## src/axis_port_pkg.sv

```systemverilog
// constants and types of the axis parallel command port
// Behaviour
// - fifteen inputs in, two status outputs out
// - inputs split: 12 data, 3 control
// - nine value bits plus 3-bit command code
// - device drives error and program-active flags
// - error pulses 0,1 s after power-on
// - error is composite, style set by parameter
// - program-active follows axis operation
// - codes 0..6 load presets within ranges
// - code 7 value 1 starts referencing
// - codes 3, 4, 5 gated by mode
// - sequence modes edit only at standstill
// - moving position and speed edits take effect at cycle change
// - memory reset loads all defaults
// - key held 10 s: show 255, blink
// - transfer starts on falling strobe edge
// - three samples; mismatch raises error, code
package axis_port_pkg;
  // ------------------------------------------------------------
  // timing
  // ------------------------------------------------------------
  localparam int CLK_HZ = 25_000_000;
  localparam int PULSE_MS = 100;
  localparam int MEMKEY_S = 10;
  localparam int BLINK_MS = 250;
  localparam int PULSE_CYC = CLK_HZ / 1000 * PULSE_MS;
  localparam int MEMKEY_CYC = CLK_HZ * MEMKEY_S;
  localparam int BLINK_CYC = CLK_HZ / 1000 * BLINK_MS;
  // ------------------------------------------------------------
  // command codes and modes
  // ------------------------------------------------------------
  localparam logic [2:0] CMD_UPPER = 3'h0;
  localparam logic [2:0] CMD_LOWER = 3'h1;
  localparam logic [2:0] CMD_SPEED = 3'h2;
  localparam logic [2:0] CMD_SPEED2 = 3'h3;
  localparam logic [2:0] CMD_DWELL = 3'h4;
  localparam logic [2:0] CMD_NEXT = 3'h5;
  localparam logic [2:0] CMD_PROG = 3'h6;
  localparam logic [2:0] CMD_REF = 3'h7;
  localparam logic [2:0] MODE_PEND = 3'h1;
  localparam logic [2:0] MODE_SEQ = 3'h2;
  localparam logic [2:0] MODE_SEMI = 3'h3;
  localparam logic [2:0] MODE_CLEAN = 3'h4;
  localparam logic [1:0] STYLE_LEVEL = 2'h0;
  localparam logic [1:0] STYLE_INV = 2'h2;
  // ------------------------------------------------------------
  // value ranges, counts of 0.01 steps
  // ------------------------------------------------------------
  localparam logic [8:0] POS_MAX = 9'h1F4;
  localparam logic [8:0] SPD_MIN = 9'h008;
  localparam logic [8:0] SPD_MAX = 9'h03C;
  localparam logic [8:0] DWELL_MAX = 9'h1F4;
  localparam logic [8:0] BYTE_MAX = 9'h0FF;
  localparam logic [8:0] PROG_MIN = 9'h001;
  localparam logic [8:0] REF_MAX = 9'h001;
  // ------------------------------------------------------------
  // defaults after memory reset
  // ------------------------------------------------------------
  localparam logic [8:0] DEF_UPPER = 9'h01E;
  localparam logic [8:0] DEF_LOWER = 9'h000;
  localparam logic [8:0] DEF_SPEED = 9'h014;
  localparam logic [8:0] DEF_DWELL = 9'h000;
  localparam logic [7:0] DEF_NEXT = 8'h00;
  localparam logic [7:0] DEF_PROG = 8'h01;
  localparam logic [2:0] DEF_MODE = 3'h1;
  localparam logic [1:0] DEF_STYLE = 2'h0;
  localparam logic [7:0] MEM_SHOW = 8'hFF;
  localparam logic [7:0] MISMATCH_SHOW = 8'h1E;
  // ------------------------------------------------------------
  // start-up sequencer
  // ------------------------------------------------------------
  typedef enum logic [3:0] {
    ST_CHECK = 4'h1,
    ST_HOLD = 4'h2,
    ST_MEM = 4'h4,
    ST_RUN = 4'h8
  } state_t;
endpackage : axis_port_pkg

```

## src/axis_parallel_command_port.sv

```systemverilog
// parallel command port of the axis controller
`timescale 1ns/100ps
module axis_parallel_command_port #(
  parameter int PULSE_CYC = axis_port_pkg::PULSE_CYC,
  parameter int MEMKEY_CYC = axis_port_pkg::MEMKEY_CYC,
  parameter int BLINK_CYC = axis_port_pkg::BLINK_CYC
) (
  input wire logic clk_in,
  input wire logic reset_in,
  input wire logic [8:0] value_in,
  input wire logic [2:0] command_code_field_in,
  input wire logic axis_start_in,
  input wire logic strobe_in,
  input wire logic remote_in,
  input wire logic axis_moving_in,
  input wire logic cycle_change_in,
  input wire logic unit_error_in,
  input wire logic error_ack_in,
  input wire logic mem_key_in,
  input wire logic mem_exit_in,
  output logic error_out,
  output logic program_active_out,
  output logic start_request_out,
  output logic reference_start_out,
  output logic [8:0] upper_pos_out,
  output logic [8:0] lower_pos_out,
  output logic [8:0] speed_out,
  output logic [8:0] speed2_out,
  output logic [8:0] dwell_out,
  output logic [7:0] next_prog_out,
  output logic [7:0] program_number_out,
  output logic [2:0] operating_mode_param_out,
  output logic [1:0] error_output_style_param_out,
  output logic [7:0] program_display_out,
  output logic third_indicator_out,
  output logic mismatch_out
);
  if (PULSE_CYC < 1 || MEMKEY_CYC < 1 || BLINK_CYC < 1) begin : g_bad_timing
    $error("timing counts must be at least one");
  end

  // ------------------------------------------------------------
  // start-up sequencer and timers
  // ------------------------------------------------------------
  axis_port_pkg::state_t st_q;
  logic [31:0] pulse_q;
  logic [31:0] hold_q;
  logic [31:0] blink_q;
  logic blink_en;
  logic load_def;

  assign blink_en = (blink_q == 32'h0);
  assign load_def = (st_q == axis_port_pkg::ST_HOLD) && mem_key_in &&
    (hold_q == 32'(MEMKEY_CYC - 1));

  always_ff @(posedge clk_in) begin
    if (reset_in) begin
      st_q <= axis_port_pkg::ST_CHECK;
      hold_q <= 32'h0;
    end else begin
      case (st_q)
        axis_port_pkg::ST_CHECK: begin
          st_q <= mem_key_in ? axis_port_pkg::ST_HOLD : axis_port_pkg::ST_RUN;
        end
        axis_port_pkg::ST_HOLD: begin
          hold_q <= hold_q + 32'h1;
          if (!mem_key_in) begin
            st_q <= axis_port_pkg::ST_RUN;
          end else if (load_def) begin
            st_q <= axis_port_pkg::ST_MEM;
          end
        end
        axis_port_pkg::ST_MEM: begin
          if (mem_exit_in) begin
            st_q <= axis_port_pkg::ST_RUN;
          end
        end
        axis_port_pkg::ST_RUN: st_q <= axis_port_pkg::ST_RUN;
        default: st_q <= axis_port_pkg::ST_CHECK;
      endcase
    end
  end

  // power-on error pulse; reset stands in for power-up
  always_ff @(posedge clk_in) begin
    if (reset_in) begin
      pulse_q <= 32'(PULSE_CYC);
    end else if (pulse_q != 32'h0) begin
      pulse_q <= pulse_q - 32'h1;
    end
  end

  // blink divider: one-cycle enable each half period
  always_ff @(posedge clk_in) begin
    if (reset_in || blink_en) begin
      blink_q <= 32'(BLINK_CYC - 1);
    end else begin
      blink_q <= blink_q - 32'h1;
    end
  end

  // ------------------------------------------------------------
  // strobe edge and triple sampling
  // ------------------------------------------------------------
  logic strobe_q;
  logic [1:0] samp_q;
  logic [11:0] cap_q;
  logic bad_q;
  logic fall;
  logic [11:0] bus;
  logic cmp_bad;
  logic done;

  assign bus = {command_code_field_in, value_in};
  assign fall = strobe_q && !strobe_in;
  assign cmp_bad = (bus != cap_q);
  assign done = (samp_q == 2'h2);

  always_ff @(posedge clk_in) begin
    if (reset_in) begin
      strobe_q <= 1'b1;
      samp_q <= 2'h0;
      cap_q <= 12'h000;
      bad_q <= 1'b0;
    end else begin
      strobe_q <= strobe_in;
      if (fall && samp_q == 2'h0) begin
        cap_q <= bus;
        samp_q <= 2'h1;
        bad_q <= 1'b0;
      end else if (samp_q != 2'h0) begin
        bad_q <= bad_q | cmp_bad;
        samp_q <= done ? 2'h0 : samp_q + 2'h1;
      end
    end
  end

  // ------------------------------------------------------------
  // decode and gating
  // ------------------------------------------------------------
  logic [2:0] code;
  logic [8:0] val;
  logic seq_mode;
  logic accept;
  logic in_range;
  logic mode_ok;
  logic commit;

  assign code = cap_q[11:9];
  assign val = cap_q[8:0];
  assign seq_mode = (operating_mode_param_out == axis_port_pkg::MODE_SEQ) ||
    (operating_mode_param_out == axis_port_pkg::MODE_CLEAN);

  always_comb begin
    in_range = 1'b1;
    mode_ok = 1'b1;
    case (code)
      axis_port_pkg::CMD_UPPER,
      axis_port_pkg::CMD_LOWER: in_range = (val <= axis_port_pkg::POS_MAX);
      axis_port_pkg::CMD_SPEED: begin
        in_range = (val >= axis_port_pkg::SPD_MIN) && (val <= axis_port_pkg::SPD_MAX);
      end
      axis_port_pkg::CMD_SPEED2: begin
        in_range = (val >= axis_port_pkg::SPD_MIN) && (val <= axis_port_pkg::SPD_MAX);
        mode_ok = !seq_mode;
      end
      axis_port_pkg::CMD_DWELL: begin
        in_range = (val <= axis_port_pkg::DWELL_MAX);
        mode_ok = seq_mode;
      end
      axis_port_pkg::CMD_NEXT: begin
        in_range = (val <= axis_port_pkg::BYTE_MAX);
        mode_ok = seq_mode;
      end
      axis_port_pkg::CMD_PROG: begin
        in_range = (val >= axis_port_pkg::PROG_MIN) && (val <= axis_port_pkg::BYTE_MAX);
      end
      axis_port_pkg::CMD_REF: in_range = (val <= axis_port_pkg::REF_MAX);
      default: in_range = 1'b0;
    endcase
  end

  // sequence modes refuse edits while travelling
  assign accept = !(seq_mode && axis_moving_in);
  assign commit = done && !bad_q && !cmp_bad && remote_in &&
    (st_q == axis_port_pkg::ST_RUN) && in_range && mode_ok && accept;

  // ------------------------------------------------------------
  // presets: positions and speeds staged, then applied at standstill or cycle change; dwell, next and program direct
  // ------------------------------------------------------------
  logic [8:0] up_pre_q;
  logic [8:0] lo_pre_q;
  logic [8:0] sp_pre_q;
  logic [8:0] sp2_pre_q;
  logic apply;

  // positions and speeds change only between strokes
  assign apply = !axis_moving_in || cycle_change_in;

  always_ff @(posedge clk_in) begin
    if (reset_in || load_def) begin
      up_pre_q <= axis_port_pkg::DEF_UPPER;
      lo_pre_q <= axis_port_pkg::DEF_LOWER;
      sp_pre_q <= axis_port_pkg::DEF_SPEED;
      sp2_pre_q <= axis_port_pkg::DEF_SPEED;
      dwell_out <= axis_port_pkg::DEF_DWELL;
      next_prog_out <= axis_port_pkg::DEF_NEXT;
      program_number_out <= axis_port_pkg::DEF_PROG;
    end else if (commit) begin
      case (code)
        axis_port_pkg::CMD_UPPER: up_pre_q <= val;
        axis_port_pkg::CMD_LOWER: lo_pre_q <= val;
        axis_port_pkg::CMD_SPEED: sp_pre_q <= val;
        axis_port_pkg::CMD_SPEED2: sp2_pre_q <= val;
        axis_port_pkg::CMD_DWELL: dwell_out <= val;
        axis_port_pkg::CMD_NEXT: next_prog_out <= val[7:0];
        axis_port_pkg::CMD_PROG: program_number_out <= val[7:0];
        default: dwell_out <= dwell_out;
      endcase
    end
  end

  always_ff @(posedge clk_in) begin
    if (reset_in || load_def) begin
      upper_pos_out <= axis_port_pkg::DEF_UPPER;
      lower_pos_out <= axis_port_pkg::DEF_LOWER;
      speed_out <= axis_port_pkg::DEF_SPEED;
      speed2_out <= axis_port_pkg::DEF_SPEED;
    end else if (apply) begin
      upper_pos_out <= up_pre_q;
      lower_pos_out <= lo_pre_q;
      speed_out <= sp_pre_q;
      speed2_out <= sp2_pre_q;
    end
  end

  // system parameters: only defaults here, keyboard setup lives elsewhere
  always_ff @(posedge clk_in) begin
    if (reset_in || load_def) begin
      operating_mode_param_out <= axis_port_pkg::DEF_MODE;
      error_output_style_param_out <= axis_port_pkg::DEF_STYLE;
    end
  end

  always_ff @(posedge clk_in) begin
    if (reset_in) begin
      reference_start_out <= 1'b0;
    end else begin
      reference_start_out <= commit && code == axis_port_pkg::CMD_REF &&
        val[0];
    end
  end

  // ------------------------------------------------------------
  // mismatch flag, status outputs, display
  // ------------------------------------------------------------
  logic mm_set;
  logic err_any;
  assign mm_set = done && (bad_q || cmp_bad);

  // set wins over acknowledge
  always_ff @(posedge clk_in) begin
    if (reset_in) begin
      mismatch_out <= 1'b0;
    end else if (mm_set) begin
      mismatch_out <= 1'b1;
    end else if (error_ack_in) begin
      mismatch_out <= 1'b0;
    end
  end

  assign err_any = unit_error_in || mismatch_out || (pulse_q != 32'h0);
  always_ff @(posedge clk_in) begin
    if (reset_in) begin
      error_out <= 1'b0;
      program_active_out <= 1'b0;
      start_request_out <= 1'b0;
    end else begin
      // inverted style reads as a healthy-high line
      error_out <= (error_output_style_param_out == axis_port_pkg::STYLE_INV) ?
        !err_any : err_any;
      program_active_out <= axis_moving_in;
      start_request_out <= axis_start_in && remote_in;
    end
  end

  always_ff @(posedge clk_in) begin
    if (reset_in) begin
      program_display_out <= axis_port_pkg::DEF_PROG;
      third_indicator_out <= 1'b0;
    end else if (st_q == axis_port_pkg::ST_MEM) begin
      program_display_out <= axis_port_pkg::MEM_SHOW;
      third_indicator_out <= third_indicator_out ^ blink_en;
    end else begin
      program_display_out <= mismatch_out ? axis_port_pkg::MISMATCH_SHOW :
        program_number_out;
      third_indicator_out <= 1'b0;
    end
  end

  // ------------------------------------------------------------
  // checks
  // ------------------------------------------------------------
  a_sample_three: assert property (@(posedge clk_in) disable iff (reset_in)
    fall && samp_q == 2'h0 |-> ##2 done)
    else $error("sampling did not finish after three samples");
  a_mismatch_flag: assert property (@(posedge clk_in) disable iff (reset_in)
    mm_set |=> mismatch_out ##1 program_display_out == axis_port_pkg::MISMATCH_SHOW)
    else $error("mismatch not flagged and shown");
  a_poweron_pulse: assert property (@(posedge clk_in) disable iff (reset_in)
    pulse_q != 32'h0 && error_output_style_param_out == axis_port_pkg::STYLE_LEVEL
    |=> error_out)
    else $error("error low during power-on pulse");
  a_error_style: assert property (@(posedge clk_in) disable iff (reset_in)
    unit_error_in |=>
    error_out == (error_output_style_param_out != axis_port_pkg::STYLE_INV))
    else $error("composite error not shown in its style");
  a_prog_active: assert property (@(posedge clk_in) disable iff (reset_in)
    !$past(reset_in) |-> program_active_out == $past(axis_moving_in))
    else $error("program active does not follow axis");
  a_seq_standstill: assert property (@(posedge clk_in) disable iff (reset_in)
    seq_mode && axis_moving_in && !load_def |=> $stable(dwell_out) && $stable(next_prog_out))
    else $error("edit taken while moving in sequence mode");
  a_mode_gate: assert property (@(posedge clk_in) disable iff (reset_in)
    done && !seq_mode && !load_def &&
    (code == axis_port_pkg::CMD_DWELL || code == axis_port_pkg::CMD_NEXT)
    |=> $stable(dwell_out) && $stable(next_prog_out))
    else $error("sequence-only code taken in pendulum mode");
  a_hold_moving: assert property (@(posedge clk_in) disable iff (reset_in)
    axis_moving_in && !cycle_change_in && !load_def |=> $stable(upper_pos_out))
    else $error("position changed mid stroke");
  a_ref_pulse: assert property (@(posedge clk_in) disable iff (reset_in)
    reference_start_out |=> !reference_start_out)
    else $error("reference start longer than one cycle");
  a_mem_show: assert property (@(posedge clk_in) disable iff (reset_in)
    load_def |=> ##1 program_display_out == axis_port_pkg::MEM_SHOW &&
    upper_pos_out == axis_port_pkg::DEF_UPPER)
    else $error("memory reset not shown or defaults not loaded");
endmodule : axis_parallel_command_port

```

## config.mk

```make
export PLATFORM = sky130hd
export DESIGN_NAME = axis_parallel_command_port
export DESIGN_NICKNAME = d
export VERILOG_FILES = /design/src/axis_port_pkg.sv /design/src/axis_parallel_command_port.sv
export SDC_FILE = /design/constraint.sdc
export NUM_CORES = 1
export LEC_CHECK = 0
export ABC_CLOCK_PERIOD_IN_PS = 4900
export BUFFER_PORTS_ARGS = -buffer_cell sky130_fd_sc_hd__buf_2
export CORE_ASPECT_RATIO = 0.7
export CORE_MARGIN = 2
export CORE_UTILIZATION = 45
export DETAILED_ROUTE_END_ITERATION = 16
export GPL_ROUTABILITY_DRIVEN = 1
export PLACE_DENSITY = 0.66
export SKIP_CTS_REPAIR_TIMING = 1
export SYNTH_ARGS = -nofsm -noshare
export SYNTH_HDL_FRONTEND = slang
export SYNTH_SLANG_ARGS = --single-unit
```

## constraint.sdc

```tcl
create_clock -name clk_in -period 4.9 [get_ports clk_in]
set_input_delay 0.245 -clock clk_in [delete_from_list [all_inputs] [get_ports clk_in]]
set_output_delay 0.245 -clock clk_in [all_outputs]
set_load 0.02 [all_outputs]
```

==> run_results.csv, run 1 <==
group,metric,value,unit
layout,layout-drive-gt1-share,0.1505,
clock_network,clock_latency,0.51,ns
timing,finalClockSkew,0.01644,ns
logic_synthesis,synth.area.mux_share,0.02906,
critical_path,regToRegStartpoint,"pulse_q[0]",
min_path,hold_class,"in2reg",
critical_path,path_class,"reg2reg",
timing,setup_viol,0,
logic_synthesis,yosysSeqAreaShare,0.4842,
route,num_vias,7718,
global_route,grt_overflow,0,
global_route,grt_antenna_before_repair,0,
logic_synthesis,avgSynthCellArea,8.666,µm²
layout,syn_to_final_growth,14.67,%
logic_synthesis,synth_top_area_share,0.4842,
logic_synthesis,synth.area.top_cells,"dfxtp_1 48%, nand2_1 6.8%, a21oi_1 4.7%",
clock_network,cts-root-buf,"clkbuf_16",
layout,fillCellCount,1952,
timing,worst_pin_slew,1.096,ns
clock_network,cts_buffer_depth,3,
critical_path,cp_max_fo,38,
outcome,status,"complete, but fails checks",
place,placed_cells,1397,
place,port_buffers,97,
job,cap_violations,0,
global_route,grt_first_pass_wirelength,36.36,mm
logic_synthesis,yosysWarningCount,0,
logic_synthesis,yosysTopAreaCell,"dfxtp_1",
logic_synthesis,synth-compound-area-share,0.09199,
critical_path,critPathCaptureType,"flop",
clock_network,path_clk_slew,0.06,ns
layout,seq_area,4544,µm²
critical_path,reg2reg_depth,7,
min_path,hold_path_depth,2,
global_route,grt_pass1_vias,7004,
place,pre_cts_ws,2.067,ns
floorplanning,die_width,176.6,µm
floorplanning,core.rowCount,44,
route,detail-route-antenna-nets,0,
timing,timing.hold.ws,-0.002609,ns
logic_synthesis,syn_inst,1083,
clock_network,htreeDepth,1,
logic_synthesis,synthSimpleGateAreaFrac,0.2900,
logic_synthesis,synthFlopType,"dfxtp_1",
layout,nets,1173,
layout,fin_util,0.5227,
critical_path,crit_arrival,3.23,ns
timing,worst_slack,2.056,ns
timing,max_freq,351.7,MHz
critical_path,rrSetupSlack,2.06,ns
clock_network,cts_sinks,227,
logic_synthesis,ys_types,62,
timing,setup_tns,0,ns
route,drcViolationCount,0,
timing,rsz0062_at_grt,"no",
outcome,violations,"negative hold slack",
timing,finalMaxSlewViolations,0,
layout,fin_cells,1439,
logic_synthesis,ys_ff_latch,227,
timing,hold_viol_final,1,
critical_path,worstPathRequired,5.28,ns
critical_path,worstSetupStartpointType,"flop",
route,drtPass1Iterations,5,
power,p_leak,0.003982,µW
floorplanning,die_h,124.8,µm
clock_network,tritoncts,"yes",
route,avgRoutedWirePerCell,15.19,µm
layout,multi_input_area,4533,µm²
layout,num_antenna_cells,0,
min_path,hold-path-endpoint,"program_active_out",
floorplanning,pin_count,103,
clock_network,cts_buffers,22,
critical_path,reg2reg_to,"pulse_q[13]",
power,power.density,355.8,nW/µm²
global_route,grt_max_degree,94,
logic_synthesis,synth_xor_area_frac,0.06346,
logic_synthesis,synth_top_family_by_area,"simple AND/OR/NAND/NOR gates",
timing,fin_crit,2.844,ns
logic_synthesis,synthAdderAreaFrac,0.003999,
timing,period_share,0.5803,
min_path,worstHoldStart,"axis_moving_in",
logic_synthesis,async_flop_share,0,
place,detailed_place_hpwl,14.74,mm
power,ir_drop,0.2209,mV
global_route,grt_usage,0.1982,
floorplanning,core_area,20590,µm²
floorplanning,dieArea,22050,µm²
timing,max_slew_margin,0.2676,
route,drtIter0Drc,600,
place,place_congestion,0.8367,
floorplanning,initial_utilization,0.4558,
logic_synthesis,synth_edf_count,0,
route,routed_via_density,5.363,
logic_synthesis,synth.cell_area,9385,µm²
route,drt-total-wl,21.85,mm
-- worst max-delay path, cell delays in order, from the launching register on --
cell and delay, ns:
dfxtp_1 0.33, inv_1 0.09, ha_1 0.18, or3b_2 0.58, nor3_1 0.37, and4bb_2 0.72, nor4_1 0.10, or3_1 0.35
-- flip-flops by register name, indices dropped and copies added, names as in the netlist, 2 cells and up --
| register | count |
|---|---|
| sp2_pre_q | 9 |
| program_number_out | 8 |
| upper_pos_out | 9 |
| program_display_out | 8 |
| pulse_q | 32 |
| next_prog_out | 8 |
| lo_pre_q | 9 |
| dwell_out | 9 |
| lower_pos_out | 9 |
| hold_q | 32 |
| blink_q | 32 |
| speed2_out | 9 |
| up_pre_q | 9 |
| cap_q | 12 |
| speed_out | 9 |
| samp_q | 2 |
| sp_pre_q | 9 |
| st_q | 4 |
-- Yosys cell counts (26+ instances only) --
cell type and instances:
dfxtp_1 227, nand2_1 169, nor2_1 90, a21oi_1 88, nand3_1 51, clkbuf_1 46
xor2_1 37, o21ai_0 33, xnor2_1 31, nor3_1 26, nor4_1 26
-- layout by cell type, fill, tap and decap left out, types with 3 or more instances in the layout --
cell	instances
o31ai_1	13
nor3_1	25
nor4_1	26
clkbuf_16	23
nand2b_1	9
clkinvlp_4	4
nor3b_1	4
ha_1	3
nand3b_1	3
and2_1	20
and4_1	7
o41ai_1	4
dfxtp_1	227
nand4_1	20
buf_4	6
or4_4	3
and3_1	15
clkbuf_1	3
buf_2	97
xor2_1	37
nor2_1	90
conb_1	5
inv_1	10
nor2b_1	6
or4_1	20
or3_1	25
nand3_1	51
o21ai_0	33
or3_2	3
clkinv_2	3
nand2_1	169
or4_2	4
or2_2	6
xnor2_1	31
mux2i_1	25
a21oi_1	88
clkbuf_8	3
or4b_2	3
-- through the flow --
step | hold WS, ns | total power (µW) | instance area, µm²
4_1_cts | -0.03983 | 3865 | 10740
2_1_floorplan | 0.3488 | 2068 | 9397
3_5_place_dp | 0.4056 | 2120 | 9991
6_report | -0.002609 | 3829 | 10760
5_1_grt | 0.006126 | 3967 | 10760
3_3_place_gp | 0.4034 | 2119 | 9991
-- per-layer routing --
metal  vias up  GRT usage  share of wire
met2       165     0.2711           0.39
met1      3632     0.3147           0.54
li1       3896          -              -
met3        25    0.03755          0.058
met5         -          0              0
met4         0    0.04618          0.017
-- how the worst max path moves through the flow --
stage	startpoint	endpoint	slack, ns	depth (start not counted)
finish	pulse_q[0]	pulse_q[13]	2.06	7
global route	cap_q[0]	sp_pre_q[7]	1.81	5
CTS	pulse_q[0]	pulse_q[13]	2.06	7
detailed placement	pulse_q[0]	pulse_q[13]	2.07	7
global placement	st_q[0]	up_pre_q[5]	2.16	5
floorplan	pulse_q[0]	pulse_q[30]	2.66	7
-- logic make-up after synthesis --
logic type                 Yosys count
AOI/OAI and AO/OA                  152
other                                2
muxes                               27
xor gates and xnor gates            68
buffers and inverters               78
and+or+nand+nor                    526
adders and majority gates            3
DFF                                227
-- power breakdown --
| part | internal [µW] | total (µW) | switching [µW] |
|---|---|---|---|
| Clock | 1020 | 1750 | 732 |
| Combinational | 60.3 | 173 | 113 |
| Sequential | 1870 | 1910 | 36.8 |
-- layout make-up --
cell class / count / share of cell area
timing repair buffer: 105 / 0.05116
tap: 276 / 0.03209
multi-input combinational: 781 / 0.4212
inverter: 10 / 0.003488
clock inverter: 11 / 0.01139
sequential: 227 / 0.4223
clock buffer: 29 / 0.05837
Power figures use the tool's default switching activity.
==> inputs of run 2 (changes only) <==
--- a/config.mk
+++ b/config.mk
@@ -5,7 +5,7 @@
 export SDC_FILE = /design/constraint.sdc
 export NUM_CORES = 1
 export LEC_CHECK = 0
-export ABC_CLOCK_PERIOD_IN_PS = 4900
+export ABC_CLOCK_PERIOD_IN_PS = 2900
 export BUFFER_PORTS_ARGS = -buffer_cell sky130_fd_sc_hd__buf_2
 export CORE_ASPECT_RATIO = 0.7
 export CORE_MARGIN = 2
==> constraint.sdc (replaced) <==
create_clock -name clk_in -period 2.9 [get_ports clk_in]
set_input_delay 0.145 -clock clk_in [delete_from_list [all_inputs] [get_ports clk_in]]
set_output_delay 0.145 -clock clk_in [all_outputs]
set_load 0.02 [all_outputs]
==> run_results.csv, run 2 (synthesis gave the netlist of run 1 again) <==
group,metric,value,unit
layout,fillCellCount,1915,
clock_network,htreeDepth,1,
power,power.density,599.6,nW/µm²
timing,finalClockSkew,0.01370,ns
timing,setup_tns,0,ns
route,avgRoutedWirePerCell,14.95,µm
layout,fin_cells,1472,
floorplanning,core_area,20590,µm²
outcome,status,"finished, final reports clean",
layout,num_antenna_cells,0,
clock_network,clock_latency,0.52,ns
layout,layout-drive-gt1-share,0.1597,
power,p_leak,0.004172,µW
global_route,grt_usage,0.1966,
floorplanning,pin_count,103,
layout,seq_area,4544,µm²
global_route,busiest_layer,"met1",
timing,max_slew_margin,0.3184,
global_route,grt_antenna_before_repair,0,
timing,period_share,0.8894,
global_route,grt_first_pass_wirelength,35.91,mm
layout,layout_commonest_cell,"dfxtp_1",
global_route,use_met2,0.2750,
power,ir_drop,0.3655,mV
timing,rsz0062_at_grt,"no",
place,placed_cells,1411,
critical_path,critPathCaptureType,"flop",
clock_network,cts_sinks,227,
floorplanning,core.rowCount,44,
clock_network,path_clk_slew,0.06,ns
critical_path,crit_arrival,2.98,ns
floorplanning,initial_utilization,0.4558,
critical_path,path_class,"reg2reg",
route,drt-total-wl,22.01,mm
route,drcViolationCount,0,
route,num_vias,7884,
timing,hold_viol_final,0,
timing,worst_pin_slew,1.022,ns
route,detail-route-antenna-nets,0,
route,drtPass1Iterations,5,
clock_network,cts_buffer_depth,3,
timing,setup_viol,0,
timing,max_freq,387.7,MHz
layout,nets,1206,
global_route,grt_overflow,0,
place,detailed_place_hpwl,14.81,mm
timing,finalMaxSlewViolations,0,
global_route,grtUsageMet3,0.03449,
clock_network,cts-root-buf,"clkbuf_16",
timing,fin_crit,2.579,ns
floorplanning,dieArea,22050,µm²
clock_network,cts_buffers,23,
job,cap_violations,0,
timing,timing.hold.ws,0.09829,ns
critical_path,worstPathRequired,3.30,ns
global_route,use_met1,0.3074,
floorplanning,die_width,176.6,µm
floorplanning,die_h,124.8,µm
global_route,grt_max_degree,94,
layout,syn_to_final_growth,18.24,%
layout,final_cell_mix,"227 x dfxtp_1, 169 x nand2_1, 97 x buf_2, 90 x nor2_1, 88 x a21oi_1",
min_path,hold_class,"in2reg",
critical_path,cp_max_fo,8,
clock_network,tritoncts,"yes",
place,place_congestion,0.8252,
layout,largestRegisters,"blink_q: 32 flops, hold_q: 32 flops, pulse_q: 32 flops",
route,drtIter0Drc,602,
global_route,grt_pass1_vias,7004,
layout,multi_input_area,4533,µm²
place,port_buffers,97,
critical_path,worstSetupStartpointType,"flop",
route,routed_via_density,5.356,
-- run 2: changes by cell type in the layout (fill, tap and decap cells not counted), moves of 2 or more --
cell / before / now
bufinv_16: 2 / 4
clkinv_2: 3 / 8
buf_4: 6 / 19
dlygate4sd3_1: 2 / 20
clkinvlp_4: 4 / 0
-- run 2: through the flow --
step / instance area (µm²) / setup slack [ns] / util / total power (µW)
after global routing: 11100 / 0.1744 / 0.5390 / 6897
after floorplan: 9397 / 0.6617 / - / 3494
after global placement: 10110 / 0.4618 / 0.4909 / 3589
after detailed placement: 10110 / 0.3698 / 0.4909 / 3596
after CTS: 10900 / 0.3284 / 0.5292 / 6701
final: 11100 / 0.3207 / 0.5390 / 6654
-- run 2: report_power, final --
group	internal, µW	switching (µW)	leakage [µW]
clock	1870	1240	0.000397
combinational	127	198	0.00194
sequential	3160	62.3	0.00184
-- run 2: layer usage --
layer  routed length [µm]  vias to the layer above
met2                 8670                      192
met3                 1246                       40
met5                    0                        -
met4                  482                        0
met1                11610                     3696
li1                     -                     3956
-- run 2: worst paths after layout --
path,end,slack (ns),startpoint,cells after the start
setup / recovery,pulse_q[30],0.32,pulse_q[0],7
hold reg to reg,blink_q[0],0.42,blink_q[0],1
hold / removal,pulse_q[21],0.1,reset_in,4
setup reg to reg,pulse_q[30],0.32,pulse_q[0],7
-- run 2: layout make-up --
class,instances,share of cell area
clock buffers,27,0.05502
clock inverters,14,0.01601
inverters,10,0.003383
multi-input cells,781,0.4085
flip-flops and latches,227,0.4095
well taps,276,0.03112
repair buffers,137,0.07645
-- run 2: critical path: stages, from the launching register on --
cell,delay [ns]
dfxtp_1,0.33
inv_1,0.10
ha_1,0.17
or3b_2,0.46
nor3_1,0.37
o211ai_1,0.34
nor4_1,0.33
mux2_2,0.37
==> inputs of run 3 (changes only) <==
--- a/config.mk
+++ b/config.mk
@@ -5,14 +5,14 @@
 export SDC_FILE = /design/constraint.sdc
 export NUM_CORES = 1
 export LEC_CHECK = 0
-export ABC_CLOCK_PERIOD_IN_PS = 2900
+export ABC_CLOCK_PERIOD_IN_PS = 2200
 export BUFFER_PORTS_ARGS = -buffer_cell sky130_fd_sc_hd__buf_2
 export CORE_ASPECT_RATIO = 0.7
 export CORE_MARGIN = 2
 export CORE_UTILIZATION = 45
 export DETAILED_ROUTE_END_ITERATION = 16
 export GPL_ROUTABILITY_DRIVEN = 1
-export PLACE_DENSITY = 0.66
+export PLACE_DENSITY = 0.68
 export SKIP_CTS_REPAIR_TIMING = 1
 export SYNTH_ARGS = -nofsm -noshare
 export SYNTH_HDL_FRONTEND = slang
==> constraint.sdc (replaced) <==
create_clock -name clk_in -period 2.2 [get_ports clk_in]
set_input_delay 0.11 -clock clk_in [delete_from_list [all_inputs] [get_ports clk_in]]
set_output_delay 0.11 -clock clk_in [all_outputs]
set_load 0.02 [all_outputs]
==> run_results.csv, run 3 (synthesis gave the netlist of run 1 again) <==
group,metric,value,unit
place,place_congestion,0.8139,
power,p_sw,2001,µW
floorplanning,dieArea,22050,µm²
critical_path,worstSetupStartpointType,"flop",
global_route,grt_first_pass_wirelength,37.24,mm
floorplanning,core_area,20590,µm²
route,drtIter0Drc,579,
layout,fin_area,11870,µm²
power,p_comb_frac,0.062,
global_route,busiest_layer,"met1",
global_route,grt_pass1_vias,7404,
power,intPower,6811,µW
power,seqPwrFrac,0.479,
clock_network,tritoncts,"yes",
layout,layout_commonest_cell,"dfxtp_1",
floorplanning,core.rowCount,44,
min_path,hold_class,"in2reg",
clock_network,cts_buffers,23,
power,p_leak,0.004574,µW
power,finalPower,8811,µW
timing,finalMaxSlewViolations,0,
layout,layout-drive-gt1-share,0.2266,
global_route,grt_antenna_before_repair,0,
global_route,grtUsageMet3,0.04457,
place,detailed_place_hpwl,15.68,mm
timing,setup_viol,6,
global_route,grt_overflow,0,
clock_network,cts_sinks,227,
layout,final_cell_mix,"225 x dfxtp_1, 167 x nand2_1, 97 x buf_2, 90 x nor2_1, 87 x buf_4",
critical_path,critPathCaptureType,"flop",
timing,max_slew_margin,0.5921,
clock_network,htreeDepth,1,
route,avgRoutedWirePerCell,15.07,µm
floorplanning,die_width,176.6,µm
critical_path,cp_max_fo,10,
route,detail-route-antenna-nets,0,
critical_path,path_class,"reg2reg",
layout,syn_to_final_growth,26.44,%
floorplanning,initial_utilization,0.4558,
floorplanning,die_h,124.8,µm
clock_network,cts_buffer_depth,3,
power,power.density,742.5,nW/µm²
place,placed_cells,1480,
power,ir_drop,0.5280,mV
layout,nets,1280,
global_route,use_met2,0.2881,
timing,hold_viol_final,0,
timing,period_share,1.033,
layout,fillCellCount,1851,
route,drcViolationCount,0,
layout,largestRegisters,"blink_q: 32 flops, hold_q: 32 flops, pulse_q: 32 flops",
timing,fin_crit,2.273,ns
timing,max_freq,440.0,MHz
global_route,grt_usage,0.2020,
layout,fin_cells,1547,
clock_network,path_clk_slew,0.06,ns
critical_path,worstPathRequired,2.64,ns
route,routed_via_density,5.273,
route,drt-total-wl,23.31,mm
global_route,grt_max_degree,94,
place,place_area,10680,µm²
power,swShare,0.2270,
place,port_buffers,97,
layout,num_antenna_cells,0,
place,pre_cts_ws,-0.02422,ns
clock_network,cts-root-buf,"clkbuf_16",
route,drtPass1Iterations,5,
power,clockPowerShare,0.459,
job,cap_violations,0,
global_route,use_met1,0.3120,
outcome,status,"complete, but fails checks",
timing,rsz0062_at_grt,"yes",
outcome,violations,"negative setup slack",
clock_network,clock_latency,0.52,ns
timing,finalClockSkew,0.01830,ns
critical_path,crit_arrival,2.71,ns
floorplanning,pin_count,103,
timing,worst_slack,-0.07251,ns
route,num_vias,8157,
timing,worst_pin_slew,0.6063,ns
## run 3: layout make-up
type / instances / area (µm²) / share of cell area
clock buffer: 29 / 638.1 / 0.05377
inverter: 10 / 37.54 / 0.003163
sequential: 227 / 4547 / 0.3832
clock inverter: 13 / 148.9 / 0.01255
timing repair buffer: 211 / 1475 / 0.1243
tap: 276 / 345.3 / 0.02910
multi-input combinational: 781 / 4674 / 0.3939
## run 3: layer usage
metal | wire length, µm | up-vias | share of wire
li1 | - | 4109 | -
met1 | 11880 | 3843 | 0.51
met2 | 9886 | 182 | 0.42
met3 | 1307 | 23 | 0.056
met4 | 239 | 0 | 0.010
met5 | 0 | - | 0
## run 3: power groups by stage
stage | combinational (µW) | sequential [µW] | clock (µW)
floorplan | 294 | 4310 | 0
global placement | 487 | 4300 | 0
detailed placement | 498 | 4310 | 0
CTS | 499 | 4210 | 4140
global route | 604 | 4220 | 4290
finish | 549 | 4220 | 4050
## run 3: per-stage QoR
stage | util | setup TNS (ns) | hold WS, ns
floorplan | - | 0 | 0.2138
global placement | 0.5188 | 0 | 0.3408
detailed placement | 0.5188 | -0.09852 | 0.3565
CTS | 0.5570 | -0.2442 | -0.1804
global route | 0.5763 | -0.9224 | 0.06222
finish | 0.5763 | -0.2178 | 0.04622
## run 3: path summary, 6_finish.rpt
path	startpoint	end	slack, ns	cells past startpoint
setup / recovery	pulse_q[7]	pulse_q[31]	-0.07	7
hold / removal	reset_in	st_q[0]	0.05	3
setup reg to reg	pulse_q[7]	pulse_q[31]	-0.07	7
hold reg to reg	blink_q[0]	blink_q[0]	0.41	1
## run 3: critical path, cell delays in order, from the launching register on
cell	delay [ns]
dfxtp_2	0.32
or4_4	0.55
nor4_4	0.31
buf_4	0.18
nand2_2	0.06
buf_6	0.15
or4_1	0.49
a21oi_1	0.14
